===== config.mk =====
export PLATFORM = sky130hd
export DESIGN_NAME = ums_top
export DESIGN_NICKNAME = d
export VERILOG_FILES = /design/src/logic/ums_pkg.sv /design/src/logic/ums_top.sv /design/src/logic/ums_sync.sv
export SDC_FILE = /design/constraint.sdc
export NUM_CORES = 1
export LEC_CHECK = 0
export BUFFER_PORTS_ARGS = -buffer_cell sky130_fd_sc_hd__buf_2
export CORE_UTILIZATION = 30
export CTS_BUF_LIST = sky130_fd_sc_hd__clkbuf_16
export CTS_CLUSTER_SIZE = 25
export DETAILED_ROUTE_END_ITERATION = 12
export GPL_TIMING_DRIVEN = 0
export PLACE_DENSITY_LB_ADDON = 0.15
export SYNTH_ARGS = -nofsm -noshare
export SYNTH_HDL_FRONTEND = slang
export SYNTH_SLANG_ARGS = --single-unit

===== constraint.sdc =====
create_clock -name pclk -period 1.83 [get_ports pclk]
set_input_delay 0.0915 -clock pclk [delete_from_list [all_inputs] [get_ports pclk]]
set_output_delay 0.0915 -clock pclk [all_outputs]
set_load 0.02 [all_outputs]

===== src/logic/ums_pkg.sv =====
// shared constants and state layout for the modem status and interrupt enable block
package ums_pkg;
  // register byte offsets on the apb bus
  localparam logic [7:0] UMS_OFF_MLS  = 8'h00; // modem_line_status, read only
  localparam logic [7:0] UMS_OFF_ISE  = 8'h04; // interrupt_source_enable
  localparam logic [7:0] UMS_OFF_EFC  = 8'h08; // enhanced_feature_control
  localparam logic [7:0] UMS_OFF_PFC  = 8'h0C; // pin_function_control
  localparam logic [7:0] UMS_OFF_MLC  = 8'h10; // modem_line_control
  localparam logic [7:0] UMS_OFF_PLS  = 8'h14; // pin_level_state, read only
  // modem_line_status field positions
  localparam int UMS_MLS_CD      = 7;
  localparam int UMS_MLS_RI      = 6;
  localparam int UMS_MLS_DSR     = 5;
  localparam int UMS_MLS_CTS     = 4;
  localparam int UMS_MLS_DCD     = 3;
  localparam int UMS_MLS_TERI    = 2;
  localparam int UMS_MLS_DDSR    = 1;
  localparam int UMS_MLS_DCTS    = 0;
  // interrupt_source_enable field positions
  localparam int UMS_ISE_CTS     = 7;
  localparam int UMS_ISE_RTS     = 6;
  localparam int UMS_ISE_XOFF    = 5;
  localparam int UMS_ISE_SLEEP   = 4;
  localparam int UMS_ISE_MODEM   = 3;
  localparam int UMS_ISE_RXLS    = 2;
  localparam int UMS_ISE_THR     = 1;
  localparam int UMS_ISE_RHR     = 0;
  // enhanced_feature_control write enable of the protected fields
  localparam int UMS_EFC_ENH     = 4;
  // pin_function_control modem pin select
  localparam int UMS_PFC_MODEM   = 1;
  // modem_line_control fields
  localparam int UMS_MLC_LOOP    = 4;
  localparam int UMS_MLC_RTS     = 1;
  localparam int UMS_MLC_DTR     = 0;
  // general pins that carry modem lines
  localparam int UMS_PIN_DSR     = 4;
  localparam int UMS_PIN_DTR     = 5;
  localparam int UMS_PIN_CD      = 6;
  localparam int UMS_PIN_RI      = 7;
  // masks of protected fields
  localparam logic [7:0] UMS_ISE_PROT = 8'hF0; // upper enables
  localparam logic [7:0] UMS_MLC_PROT = 8'hE4; // control bits 7..5 and bit 2
  localparam logic [7:0] UMS_PLS_HIDE = 8'hF0; // pins 4..7 read as zero while modem pins
  // reset values
  localparam logic [7:0] UMS_RST_BYTE = 8'h00;
  localparam logic [31:0] UMS_RST_WORD = 32'h0000_0000;
  // whole block state, one packed struct
  typedef struct packed {
    logic [7:0]  ise;       // interrupt_source_enable
    logic [7:0]  efc;       // enhanced_feature_control
    logic [7:0]  pfc;       // pin_function_control
    logic [7:0]  mlc;       // modem_line_control
    logic        cts_q;     // previous effective cts_n
    logic        dsr_q;     // previous effective dsr_n
    logic        ri_q;      // previous effective ri_n
    logic        cd_q;      // previous effective cd_n
    logic        rts_q;     // previous rts_n
    logic        thr_q;     // previous thr_ready
    logic [3:0]  delta;     // sticky change flags
    logic        thr_pend;  // transmit holding interrupt pending
    logic        xoff_pend; // xoff received pending
    logic        flow_pend; // cts/rts inactive edge pending
    logic        irq;       // registered interrupt request, active high
    logic [31:0] rdata;     // apb read data
  } ums_state_t;
endpackage : ums_pkg


===== src/logic/ums_top.sv =====
// modem line status and interrupt source enable block with apb slave
`timescale 1ns/10ps
module ums_top
  import ums_pkg::*;
(
  input  wire logic        pclk,          // 50 mhz bus clock
  input  wire logic        presetn,       // async reset, active low
  input  wire logic        psel,
  input  wire logic        penable,
  input  wire logic        pwrite,
  input  wire logic [7:0]  paddr,
  input  wire logic [31:0] pwdata,
  output logic      [31:0] prdata,
  output logic             pready,
  output logic             pslverr,
  input  wire logic        cts_n,         // clear to send pin, active low
  input  wire logic [7:0]  general_pin_in,// general pin levels
  output logic             rts_n,         // request to send, active low
  output logic             dtr_n,         // data terminal ready on pin five
  input  wire logic        rx_err_lvl,    // receiver line error pending
  input  wire logic        rhr_lvl,       // receive holding data ready
  input  wire logic        thr_ready,     // transmit level at threshold
  input  wire logic        xoff_pulse,    // xoff character received
  input  wire logic        xoff_ack,      // xoff interrupt acknowledged
  input  wire logic        flow_ack,      // cts/rts interrupt acknowledged
  output logic             sleep_en,      // sleep mode request
  output logic             irq_n          // interrupt request, active low
);
  import ums_pkg::*;

  ums_state_t st_r;   // registered state
  ums_state_t st_nxt; // next state
  logic       cts_s;  // synchronised cts_n
  logic [7:0] pin_s;  // synchronised general pins

  // pins come from outside the clock domain
  // cts and all eight general pins share one synchroniser bank
  ums_sync #(.WIDTH(9)) ums_sync_i (
    .pclk     (pclk),
    .presetn  (presetn),
    .async_in ({cts_n, general_pin_in}),
    .sync_out ({cts_s, pin_s})
  );

  logic       modem_sel;  // general pins act as modem lines
  logic       loop_en;    // internal loopback
  logic       cts_eff;    // effective cts_n
  logic       dsr_eff;    // effective dsr_n
  logic       ri_eff;     // effective ri_n
  logic       cd_eff;     // effective cd_n
  logic       rts_eff;    // rts_n as driven
  logic [7:0] mls_val;    // assembled status byte
  logic [7:0] pls_val;    // assembled pin state byte
  logic       setup_ph;   // apb setup cycle
  logic       acc_ph;     // apb access cycle
  logic       wr_acc;     // write takes effect now
  logic       rd_mls;     // status read completes now
  logic       addr_ok;    // address is mapped for the access direction
  logic [3:0] ev;         // change events this cycle
  logic [7:0] src;        // raw interrupt sources by enable position

  // effective modem inputs
  always_comb
  begin
    modem_sel = st_r.pfc[UMS_PFC_MODEM];
    loop_en   = st_r.mlc[UMS_MLC_LOOP];
    rts_eff   = ~st_r.mlc[UMS_MLC_RTS];
    if (loop_en)
    begin
      cts_eff = ~st_r.mlc[UMS_MLC_RTS];
      dsr_eff = ~st_r.mlc[UMS_MLC_DTR];
    end
    else
    begin
      cts_eff = cts_s;
      // unselected pins look like inactive lines
      dsr_eff = modem_sel ? pin_s[UMS_PIN_DSR] : 1'b1;
    end
    ri_eff = modem_sel ? pin_s[UMS_PIN_RI] : 1'b1;
    cd_eff = modem_sel ? pin_s[UMS_PIN_CD] : 1'b1;
  end

  // status and pin state bytes
  always_comb
  begin
    mls_val = UMS_RST_BYTE;
    mls_val[UMS_MLS_CD]  = ~cd_eff;
    mls_val[UMS_MLS_RI]  = ~ri_eff;
    mls_val[UMS_MLS_DSR] = ~dsr_eff;
    mls_val[UMS_MLS_CTS] = ~cts_eff;
    mls_val[3:0] = st_r.delta;
    // modem pins hidden from pin state
    pls_val = modem_sel ? (pin_s & ~UMS_PLS_HIDE) : pin_s;
  end

  // apb decode; zero wait states
  // pready is tied high, so every access ends in its first access cycle
  always_comb
  begin
    setup_ph = psel & ~penable;
    acc_ph   = psel & penable;
    case (paddr)
      UMS_OFF_MLS, UMS_OFF_PLS: addr_ok = ~pwrite;
      UMS_OFF_ISE, UMS_OFF_EFC,
      UMS_OFF_PFC, UMS_OFF_MLC: addr_ok = 1'b1;
      default:                  addr_ok = 1'b0;
    endcase
    wr_acc = acc_ph & pwrite & addr_ok;
    rd_mls = acc_ph & ~pwrite & (paddr == UMS_OFF_MLS);
  end

  // change events and interrupt sources
  always_comb
  begin
    // any level change of cd, dsr, cts
    ev[UMS_MLS_DCD]  = cd_eff ^ st_r.cd_q;
    ev[UMS_MLS_DDSR] = dsr_eff ^ st_r.dsr_q;
    ev[UMS_MLS_DCTS] = cts_eff ^ st_r.cts_q;
    ev[UMS_MLS_TERI] = ri_eff & ~st_r.ri_q;
    src = UMS_RST_BYTE;
    src[UMS_ISE_RHR]   = rhr_lvl;
    src[UMS_ISE_THR]   = st_r.thr_pend;
    src[UMS_ISE_RXLS]  = rx_err_lvl;
    src[UMS_ISE_MODEM] = |st_r.delta;
    src[UMS_ISE_XOFF]  = st_r.xoff_pend;
    src[UMS_ISE_CTS]   = st_r.flow_pend & st_r.cts_q;
    src[UMS_ISE_RTS]   = st_r.flow_pend & st_r.rts_q;
  end

  // next state
  always_comb
  begin
    st_nxt = st_r;
    st_nxt.cts_q = cts_eff;
    st_nxt.dsr_q = dsr_eff;
    st_nxt.ri_q  = ri_eff;
    st_nxt.cd_q  = cd_eff;
    st_nxt.rts_q = rts_eff;
    st_nxt.thr_q = thr_ready;
    // clear only what was read, new events win
    st_nxt.delta = (rd_mls ? (st_r.delta & ~st_r.rdata[3:0]) : st_r.delta) | ev;
    if (thr_ready & ~st_r.thr_q)
      st_nxt.thr_pend = 1'b1;
    else if (!thr_ready)
      st_nxt.thr_pend = 1'b0;
    // xoff pending, set wins over acknowledge
    st_nxt.xoff_pend = xoff_pulse | (st_r.xoff_pend & ~xoff_ack);
    // one latch serves both lines; the enable bits choose which level qualifies it
    // cts or rts active to inactive
    st_nxt.flow_pend = (cts_eff & ~st_r.cts_q) | (rts_eff & ~st_r.rts_q)
                       | (st_r.flow_pend & ~flow_ack);
    if (wr_acc)
    begin
      case (paddr)
        UMS_OFF_ISE:
        begin
          if (st_r.efc[UMS_EFC_ENH])
            st_nxt.ise = pwdata[7:0];
          else
            st_nxt.ise = (st_r.ise & UMS_ISE_PROT) | (pwdata[7:0] & ~UMS_ISE_PROT);
        end
        UMS_OFF_EFC: st_nxt.efc = pwdata[7:0];
        UMS_OFF_PFC: st_nxt.pfc = pwdata[7:0];
        UMS_OFF_MLC:
        begin
          // protected control bits share the same write enable
          if (st_r.efc[UMS_EFC_ENH])
            st_nxt.mlc = pwdata[7:0];
          else
            st_nxt.mlc = (st_r.mlc & UMS_MLC_PROT) | (pwdata[7:0] & ~UMS_MLC_PROT);
        end
        default: st_nxt.mlc = st_r.mlc;
      endcase
    end
    // read data captured in setup, so it stands through the access cycle
    if (setup_ph & ~pwrite)
    begin
      case (paddr)
        UMS_OFF_MLS: st_nxt.rdata = {24'h00_0000, mls_val};
        UMS_OFF_ISE: st_nxt.rdata = {24'h00_0000, st_r.ise};
        UMS_OFF_EFC: st_nxt.rdata = {24'h00_0000, st_r.efc};
        UMS_OFF_PFC: st_nxt.rdata = {24'h00_0000, st_r.pfc};
        UMS_OFF_MLC: st_nxt.rdata = {24'h00_0000, st_r.mlc};
        UMS_OFF_PLS: st_nxt.rdata = {24'h00_0000, pls_val};
        default:     st_nxt.rdata = UMS_RST_WORD;
      endcase
    end
    st_nxt.irq = |(src & st_r.ise & ~(8'h01 << UMS_ISE_SLEEP));
  end

  // state register
  always_ff @(posedge pclk or negedge presetn)
  begin
    if (!presetn)
    begin
      st_r       <= '0;
      // modem line edge detectors start at the idle high level, so reset gives no false edge
      st_r.cts_q <= 1'b1;
      st_r.dsr_q <= 1'b1;
      st_r.ri_q  <= 1'b1;
      st_r.cd_q  <= 1'b1;
      st_r.rts_q <= 1'b1;
    end
    else
      st_r <= st_nxt;
  end

  // outputs
  always_comb
  begin
    prdata   = st_r.rdata;
    pready   = 1'b1;
    pslverr  = acc_ph & ~addr_ok;
    // rts_n lags the control write by one cycle, unlike dtr_n which follows the written bit directly
    rts_n    = st_r.rts_q;
    dtr_n    = ~st_r.mlc[UMS_MLC_DTR];
    sleep_en = st_r.ise[UMS_ISE_SLEEP];
    irq_n    = ~st_r.irq;
  end

  // checks
  AST_CTS_INV: assert property (@(posedge pclk) disable iff (!presetn)
    (setup_ph & ~pwrite & (paddr == UMS_OFF_MLS)) |=> (prdata[UMS_MLS_CTS] == ~$past(cts_eff)))
    else $error("cts status bit not inverted line");
  AST_CD_INV: assert property (@(posedge pclk) disable iff (!presetn)
    (setup_ph & ~pwrite & (paddr == UMS_OFF_MLS) & modem_sel)
      |=> (prdata[UMS_MLS_CD] == ~$past(pin_s[UMS_PIN_CD])))
    else $error("cd status bit wrong");

  // remaining status levels, hidden pins, change flags and interrupt request
  AST_RI_INV: assert property (@(posedge pclk) disable iff (!presetn)
    (setup_ph & ~pwrite & (paddr == UMS_OFF_MLS) & modem_sel)
      |=> (prdata[UMS_MLS_RI] == ~$past(pin_s[UMS_PIN_RI])))
    else $error("ri status bit wrong");
  AST_DSR_INV: assert property (@(posedge pclk) disable iff (!presetn)
    (setup_ph & ~pwrite & (paddr == UMS_OFF_MLS) & modem_sel & ~loop_en)
      |=> (prdata[UMS_MLS_DSR] == ~$past(pin_s[UMS_PIN_DSR])))
    else $error("dsr status bit wrong");
  AST_PLS_HIDE: assert property (@(posedge pclk) disable iff (!presetn)
    (setup_ph & ~pwrite & (paddr == UMS_OFF_PLS) & modem_sel)
      |=> ((prdata[7:0] & UMS_PLS_HIDE) == UMS_RST_BYTE))
    else $error("modem pins visible in pin state");
  AST_RI_EDGE: assert property (@(posedge pclk) disable iff (!presetn)
    ($rose(ri_eff) & modem_sel) |=> st_r.delta[UMS_MLS_TERI])
    else $error("ri rising edge not latched");
  AST_RI_NOFALL: assert property (@(posedge pclk) disable iff (!presetn)
    ($fell(st_r.ri_q) & ~$past(st_r.delta[UMS_MLS_TERI])) |-> ~st_r.delta[UMS_MLS_TERI])
    else $error("ri falling edge latched");
  AST_DCTS_SET: assert property (@(posedge pclk) disable iff (!presetn)
    (cts_eff != st_r.cts_q) |=> st_r.delta[UMS_MLS_DCTS] [*1])
    else $error("cts change not latched");
  AST_READ_CLEARS: assert property (@(posedge pclk) disable iff (!presetn)
    (rd_mls & (ev == 4'h0) & (st_r.rdata[3:0] == st_r.delta)) |=> (st_r.delta == 4'h0))
    else $error("status read did not clear flags");
  AST_NO_LOSS: assert property (@(posedge pclk) disable iff (!presetn)
    (rd_mls & ev[UMS_MLS_DDSR]) |=> st_r.delta[UMS_MLS_DDSR])
    else $error("change lost during status read");
  AST_IRQ_MODEM: assert property (@(posedge pclk) disable iff (!presetn)
    (st_r.ise[UMS_ISE_MODEM] & (|st_r.delta)) |=> ~irq_n)
    else $error("modem change did not interrupt");
  AST_IRQ_QUIET: assert property (@(posedge pclk) disable iff (!presetn)
    ((st_r.ise & ~(8'h01 << UMS_ISE_SLEEP)) == 8'h00) |=> irq_n)
    else $error("interrupt with all sources disabled");

  // each enabled source reaches the request one cycle later
  AST_IRQ_RHR: assert property (@(posedge pclk) disable iff (!presetn)
    (st_r.ise[UMS_ISE_RHR] & rhr_lvl) |=> ~irq_n)
    else $error("receive holding interrupt missing");
  AST_IRQ_RXLS: assert property (@(posedge pclk) disable iff (!presetn)
    (st_r.ise[UMS_ISE_RXLS] & rx_err_lvl) |=> ~irq_n)
    else $error("line error interrupt missing");
  AST_IRQ_THR: assert property (@(posedge pclk) disable iff (!presetn)
    (st_r.ise[UMS_ISE_THR] & st_r.thr_pend) |=> ~irq_n)
    else $error("transmit holding interrupt missing");
  AST_IRQ_XOFF: assert property (@(posedge pclk) disable iff (!presetn)
    (st_r.ise[UMS_ISE_XOFF] & st_r.xoff_pend) |=> ~irq_n)
    else $error("xoff interrupt missing");
  AST_IRQ_FLOW: assert property (@(posedge pclk) disable iff (!presetn)
    (st_r.flow_pend & ((st_r.ise[UMS_ISE_CTS] & st_r.cts_q)
      | (st_r.ise[UMS_ISE_RTS] & st_r.rts_q))) |=> ~irq_n)
    else $error("flow line interrupt missing");
  AST_ENH_LOCK: assert property (@(posedge pclk) disable iff (!presetn)
    (wr_acc & (paddr == UMS_OFF_ISE) & ~st_r.efc[UMS_EFC_ENH])
      |=> (st_r.ise[7:4] == $past(st_r.ise[7:4])))
    else $error("upper enables changed without enhanced bit");
  AST_THR_REEN: assert property (@(posedge pclk) disable iff (!presetn)
    (~thr_ready & ~st_r.thr_q) |=> ~st_r.thr_pend)
    else $error("transmit interrupt pending below threshold");

  // loopback routing and sleep enable
  AST_LOOP_CTS: assert property (@(posedge pclk) disable iff (!presetn)
    loop_en |-> (mls_val[UMS_MLS_CTS] == st_r.mlc[UMS_MLC_RTS])
      && (mls_val[UMS_MLS_DSR] == st_r.mlc[UMS_MLC_DTR]))
    else $error("loopback routing wrong");
  AST_SLEEP: assert property (@(posedge pclk) disable iff (!presetn)
    (wr_acc & (paddr == UMS_OFF_ISE) & st_r.efc[UMS_EFC_ENH])
      |=> (sleep_en == $past(pwdata[UMS_ISE_SLEEP])))
    else $error("sleep output differs from written enable");

  // cover points for the main scenarios
  COV_MODEM_IRQ: cover property (@(posedge pclk) disable iff (!presetn)
    $fell(irq_n) ##[1:12] rd_mls);
  COV_LOOP_CHANGE: cover property (@(posedge pclk) disable iff (!presetn)
    loop_en & ev[UMS_MLS_DCTS]);
  COV_READ_EVENT: cover property (@(posedge pclk) disable iff (!presetn)
    rd_mls & (ev != 4'h0));
  COV_ENH_WRITE: cover property (@(posedge pclk) disable iff (!presetn)
    wr_acc & (paddr == UMS_OFF_ISE) & st_r.efc[UMS_EFC_ENH]);
  COV_RI_RISE: cover property (@(posedge pclk) disable iff (!presetn)
    modem_sel & ev[UMS_MLS_TERI]);
endmodule : ums_top


===== src/logic/ums_sync.sv =====
// two flip-flop synchroniser bank for asynchronous pin inputs
`timescale 1ns/10ps
module ums_sync #(
  parameter int WIDTH = 1  // number of synchronised bits
) (
  input  wire logic             pclk,
  input  wire logic             presetn,
  input  wire logic [WIDTH-1:0] async_in,
  output logic      [WIDTH-1:0] sync_out
);
  // one two-stage chain per bit, reset to the inactive high level
  genvar gi;
  generate
    for (gi = 0; gi < WIDTH; gi++)
    begin : g_bit
      logic meta_r; // first stage, read only by the second
      logic hold_r; // second stage
      always_ff @(posedge pclk or negedge presetn)
      begin
        if (!presetn)
        begin
          meta_r <= 1'b1;
          hold_r <= 1'b1;
        end
        else
        begin
          meta_r <= async_in[gi];
          hold_r <= meta_r;
        end
      end
      assign sync_out[gi] = hold_r;
    end
  endgenerate
endmodule : ums_sync


==> summary.md, run 1 <==
| Metric | Value |
|---|---|
| Drt pass-1 iters | 4 |
| Worst Tran Pin Value | 0.612 ns |
| XOR/XNOR share of the synthesized area | 0.513% |
| Worst EP arrival | between 1.5 and 2 ns |
| Hold WC Path Type | input pin to flip-flop |
| Synthesized area per cell | 12.6 µm² |
| Worst-path clk slew | roughly 0.05 ns |
| PD cells | 909 nW/µm² |
| Core Area | 11000 µm² |
| Largest family of logic cells by synthesized area | multiplexers |
| Final GP Congestion | approximately 0.77 |
| Antenna-violating nets left | 0 |
| Synth top area share | between 30% and 40% |
| DIE HEIGHT | 109 µm |
| Outcome | complete, no violations |
| P_sw | between 0.9 and 1 mW |
| Violation count after the first detailed-route iteration | 68 |
| Row count | 38 |
| Clock share of power | 45.9% |
| Synth Instances | 271 |
| Clk buf depth | 2 |
| WP data required | 1.74 ns |
| Root Buffer | clkbuf_16 |
| Cell taking the most area after synthesis | dfrtp_1 |
| Synth-to-Final Area Change | 28.8% |
| Seq/Total Area, Yosys | between 50% and 60% |
| Post-Syn Area | ~3400 µm² |
| Flop pwr share | 43.0% |
| Cells resized by post-CTS repair | 0 |
| Worst ir drop on vdd | 0.460 mV |
| CTS tree | done |
| Hold Buf Count CTS | 14 |
| Initial antenna violation count | 0 |
| Final Hold Vio Count | 0 |
| Minimum clock period | 1.69 ns |
| Max Freq | between 0.5 and 0.6 GHz |
| Adder-cell share of the synthesized area | less than 1% |
| I/O Buffers | 48 |
| Die footprint | roughly 12000 µm² |
| Clk_lat worst skew | 0.33 ns |
| Largest net degree at the start of global routing | 73 |
| Main synth FF type | dfrtp_1 |
| Gr usage total | 14.6% |
| Post-CTS Setup Bufs | 0 |
| Warnings, synthesis | 0 |
| Horiz. Die Dim | roughly 110 µm |
| Most frequent cells in the layout | buf_2 (49), dfrtp_1 (49), buf_4 (34) |
| DRC viols | 0 |
| CTS Buf Count | 9 |
| Vias in the first global route | 2192 |
| Critical Path Sink Type | output port |
| Tcrit/Tclk final | between 90% and 100% |
| H-tree depth | 3 |
| Worst rel slew slack | 59.0% |
| PnR Total Power | 4.00 mW |
| First-pass GRT wire length | around 12000 µm |
| Switching share of power | roughly a quarter |
| Synth Area in Compound Gates | between 7 and 8% |
| Endpoints failing setup | 0 |
| Clock Skew | 0.00636 ns |
| Max-slew violation count | 0 |
| Max-cap violations | 0 |
| Netlist cell types | 53 |
| Post-synthesis register bit count | 72 |
| Total routed wirelength | 7730 µm |
| Antenna diode count | 0 |
| Routed vias/inst | 4.40 |
| Synth top area cells | dfrtp_1 (36%), dfstp_2 (18%), mux2_2 (11%) |
| Worst hold slack | between 0.02 and 0.03 ns |
| Crit Path Max Fanout | 9 |
| Lkg Pwr | 2.09 nW |
| Worst setup SP type | input pin |
| P_int | 3.06 mW |
| Crit Path Category | input pin to output port |
| Mux cell area share after synthesis | between 10% and 20% |
| RSZ-0062 raised after global routing | no |
| Remaining global-route overflow | 0 |
| Ys async rst share | 100% |
| Drt wl/cell | approximately 15 µm |
| Simple logic cell fraction of the synthesized area | 10.1% |
| Boundary Pins | 98 |
| Hpwl dp | 5560 µm |
| Routed vias | 2255 |
| Post-synth EDFFs | 0 |
| Combinational fraction of design power | 11.1% |
| Layout cells sized above 1 | about 47% |
| Initial core utilization | 31.1% |
| Final nets | about 430 |
| Clock sink count | 72 |
## per-stage QoR
stage               worst slack [ns]  std cells  TNS (ns)  utilization, %  area [µm²]
floorplan                      0.303        294         0               -        3500
global placement             -0.0910        482    -0.707            35.7        3920
detailed placement            -0.118        483    -0.908            35.9        3950
CTS                            0.141        513         0            40.1        4400
global route                  0.0566        513         0            40.1        4400
finish                         0.140        513         0            40.1        4400
## worst paths after layout
check,start,to,slack [ns],cells past startpoint
setup reg to reg,modem_sel$_DFFE_PN0P_,prdata[6]$_DFFE_PN0P_,0.21,4
hold reg to reg,ums_sync_i.g_bit[1].meta_r$_DFF_PN1_,ums_sync_i.g_bit[1].hold_r$_DFF_PN1_,0.35,0
min in group asynchronous,presetn,st_r[46]$_DFFE_PN0P_,0.30,3
hold / removal,xoff_ack,src[5]$_DFF_PN0_,0.03,3
max in group asynchronous,presetn,ums_sync_i.g_bit[4].meta_r$_DFF_PN1_,1.19,3
setup / recovery,paddr[1],pslverr,0.14,6
## registers in the layout (all words and copies together) (netlist names)
name / count
st_r: 36
mls_val: 4
sleep_en: 1
rts_n: 1
loop_en: 1
prdata: 8
modem_sel: 1
ums_sync_i.g_bit.hold_r: 9
ums_sync_i.g_bit.meta_r: 9
src: 2
## cells in the mapped netlist, types with 2 or more instances
cell / instances
a21oi_1: 4
nor3_1: 3
clkbuf_1: 3
nand4_1: 2
o21ai_0: 6
a21o_1: 3
nand2_1: 13
a22o_1: 2
and3_1: 3
nand2b_1: 3
a22oi_1: 3
dfstp_2: 23
inv_1: 11
a31oi_1: 2
a21bo_2: 2
a221oi_1: 5
mux4_2: 4
nand3_1: 3
buf_2: 2
mux2_4: 8
dfrtp_1: 49
nor2_1: 18
nor3b_1: 2
buf_4: 33
mux2_2: 33
conb_1: 2
a21boi_0: 2
and4_1: 2
## critical path, stage by stage
cell and delay [ns]:
buf_2 0.11, nor3_2 0.53, and2_0 0.43, a21oi_1 0.13, o31a_1 0.14, buf_2 0.16
## cell type report
| class | count | area (µm²) |
|---|---|---|
| Fill cell | 1066 | 6580 |
| Buffer | 41 | 304 |
| Multi-Input combinational cell | 170 | 1330 |
| Timing Repair Buffer | 63 | 410 |
| Clock buffer | 9 | 225 |
| Clock inverter | 7 | 86.3 |
| Tap cell | 140 | 175 |
| Sequential cell | 72 | 1830 |
| Inverter | 11 | 41.3 |
## cell families after synthesis
logic type,Yosys count
AO/OA/AOI/OAI,36
XOR/XNOR,2
adder cells (fa/ha/maj),2
buffers and inverters,52
flip-flops,72
multiplexers,45
other,2
AND/OR/NAND/NOR,60
## metal layers
metal / global-route usage (%) / up-vias / routed length [µm]
met5: 0 / - / 0
met4: 6.18 / 0 / 148
met3: 3.41 / 11 / 392
met2: 20.8 / 73 / 3290
met1: 21.1 / 1073 / 3900
li1: - / 1098 / -
## power by group through the flow
stage               Combinational (mW)  Clock [mW]  Sequential (mW)
finish                           0.443        1.83             1.72
CTS                              0.448        1.88             1.72
global route                     0.493        1.95             1.73
global placement                 0.413           0             1.74
detailed placement               0.425           0             1.75
floorplan                        0.275           0             1.73
Power figures use the tool's default switching activity.
==> run 2, diff against run 1 <==
ABC_CLOCK_PERIOD_IN_PS = 1830   (was not set)
SETUP_SLACK_MARGIN = 0.5   (was not set)
==> summary.md, run 2 (synthesis gave the netlist of run 1 again) <==
| Metric | Value |
|---|---|
| Outcome | complete, no violations |
| Hold_sp | rx_err_lvl |
| Final nets | 444 |
| Placed Area | 3950 µm² |
| Biggest regs | st_r: 36 flops, ums_sync_i.g_bit.hold_r: 9 flops, ums_sync_i.g_bit.meta_r: 9 flops |
| RSZ-0062 raised after global routing | yes |
| Antenna-violating nets left | 0 |
| Hold WC Path Type | input pin to flip-flop |
| CTS tree | done |
| Clock sink count | 72 |
| Core Area | 11000 µm² |
| Clk buf depth | 2 |
| Hold Path Depth | 3 |
| Routed vias | 2349 |
| Max FFs per register | 36 |
| Max-cap violations | 0 |
| Top reg by flops | st_r |
| Critical Path Sink Type | flip-flop |
| Footprint of the multi-input gates | 1410 µm² |
| Drt pass-1 iters | 4 |
| Worst Hold Endpoint | st_r[32]$_DFF_PN0_ |
| Final GP Congestion | 0.771 |
| First-pass GRT wire length | 12400 µm |
| Hpwl dp | 5710 µm |
| Max-slew violation count | 0 |
| Remaining global-route overflow | 0 |
| Horiz. Die Dim | approximately 110 µm |
| Storage cell area | 1830 µm² |
| Violation count after the first detailed-route iteration | 93 |
| Routed vias/inst | roughly 4.4 |
| I/O Buffers | 48 |
| Synth-to-Final Area Change | 34.0% |
| Antenna diode count | 0 |
| PD cells | 813 nW/µm² |
| Commonest non-fill, non-tap cell in the layout | buf_4 |
| Drt wl/cell | 15.1 µm |
| Minimum clock period | 1.42 ns |
| Crit Reg-Reg Startpoint | mls_val[3]$_DFF_PN0_ |
| Reg-to-reg endpoint | prdata[3]$_DFFE_PN0P_ |
| Initial core utilization | 31.1% |
| Die footprint | 11800 µm² |
| Lkg Pwr | about 2.2 nW |
| Initial antenna violation count | 0 |
| Layout Cells excl Fill | roughly 530 |
| Endpoints failing setup | 0 |
| CTS Buf Count | 9 |
| Crit Path Max Fanout | 3 |
| Final Hold Vio Count | 0 |
| Clock Skew | a little under 0.01 ns |
| Boundary Pins | around 100 |
| Worst ir drop on vdd | slightly above 0.4 mV |
| Gr usage total | 14.6% |
| Worst-path clk slew | 0.06 ns |
| Clk_lat worst skew | 0.33 ns |
| Crit Path Category | flip-flop to flip-flop |
| Cells after DPL | 483 |
| H-tree depth | 3 |
| Worst EP arrival | 1.64 ns |
| Total routed wirelength | 7970 µm |
| WP data required | just over 2 ns |
| Most frequent cells in the layout | buf_4 (50), buf_2 (47), dfrtp_1 (46) |
| Largest net degree at the start of global routing | 48 |
| Vias in the first global route | 2221 |
| Tcrit/Tclk final | 77.9% |
| Final Cell Area | 4580 µm² |
| Fill cell count | 1064 |
| DIE HEIGHT | 109 µm |
| Root Buffer | clkbuf_16 |
| DRC viols | 0 |
| Flop2flop setup slack | about 0.4 ns |
| Max Freq | 0.702 GHz |
| Worst setup SP type | flip-flop |
| Row count | 38 |
| Layout cells sized above 1 | 53.6% |
| Worst Reg-to-Reg Cells | 3 |
run 2: cell count changes in the layout (fill, tap and decap cells not counted), moves of 3 or more:
cell	before	now
a221oi_1	5	1
a221oi_2	0	3
buf_4	34	50
buf_6	1	4
dfrtp_1	49	46
dfrtp_2	0	3
o21ai_0	6	3
run 2: through the flow:
| step | util [%] | power, mW | hold slack (ns) | setup TNS [ns] | setup slack [ns] |
|---|---|---|---|---|---|
| floorplan | - | 2.00 | -0.204 | 0 | 0.312 |
| global placement | 35.7 | 2.16 | 0.196 | -0.676 | -0.0878 |
| detailed placement | 36.0 | 2.17 | 0.0377 | -0.709 | -0.0909 |
| CTS | 40.4 | 3.74 | 0.000323 | 0 | 0.411 |
| global route | 41.7 | 3.89 | 0.0276 | 0 | 0.366 |
| finish | 41.7 | 3.72 | 0.00235 | 0 | 0.405 |
run 2: critical path, stage by stage (launching register included):
cell      delay, ns
dfrtp_1        0.42
mux4_2         0.51
a221oi_4       0.32
nor2_1         0.06
run 2: area by class of cell:
class | instances | area share (%)
buffer | 41 | 7.05
timing repair buffer | 78 | 11.6
inverter | 11 | 0.902
tap | 140 | 3.83
multi-input combinational | 170 | 30.8
clock inverter | 7 | 0.711
clock buffer | 9 | 4.92
sequential | 72 | 40.1
run 2: worst max path at each step:
stage,startpoint,slack [ns],endpoint
final,mls_val[3]$_DFF_PN0_,0.41,prdata[3]$_DFFE_PN0P_
after global placement,paddr[4],-0.09,st_r[68]$_DFFE_PN0P_
after global routing,mls_val[3]$_DFF_PN0_,0.37,prdata[3]$_DFFE_PN0P_
after detailed placement,paddr[4],-0.09,st_r[69]$_DFFE_PN0P_
after CTS,mls_val[3]$_DFF_PN0_,0.41,prdata[3]$_DFFE_PN0P_
after floorplan,paddr[6],0.31,st_r[62]$_DFFE_PN0P_
run 2: repair_timing:
| item | in CTS | in global routing |
|---|---|---|
| endpoints found under the hold margin | 37 | 0 |
| hold buffers | 13 | 0 |
| setup buffers | 6 | 10 |
| gates resized for setup | 18 | 19 |
| endpoints found under the setup margin | 38 | 31 |
| pin swaps | 7 | 10 |
run 2: power by group:
part	switching, mW	internal, mW
logic	0.249	0.227
registers	0.0408	1.68
clock network	0.635	0.892
run 2: per-layer routing:
| metal | global-route usage, % | share of wire (%) |
|---|---|---|
| met2 | 21.2 | 44 |
| met5 | 0 | 0 |
| met4 | 7.05 | 2.0 |
| met3 | 2.57 | 5.7 |
| met1 | 20.9 | 48 |
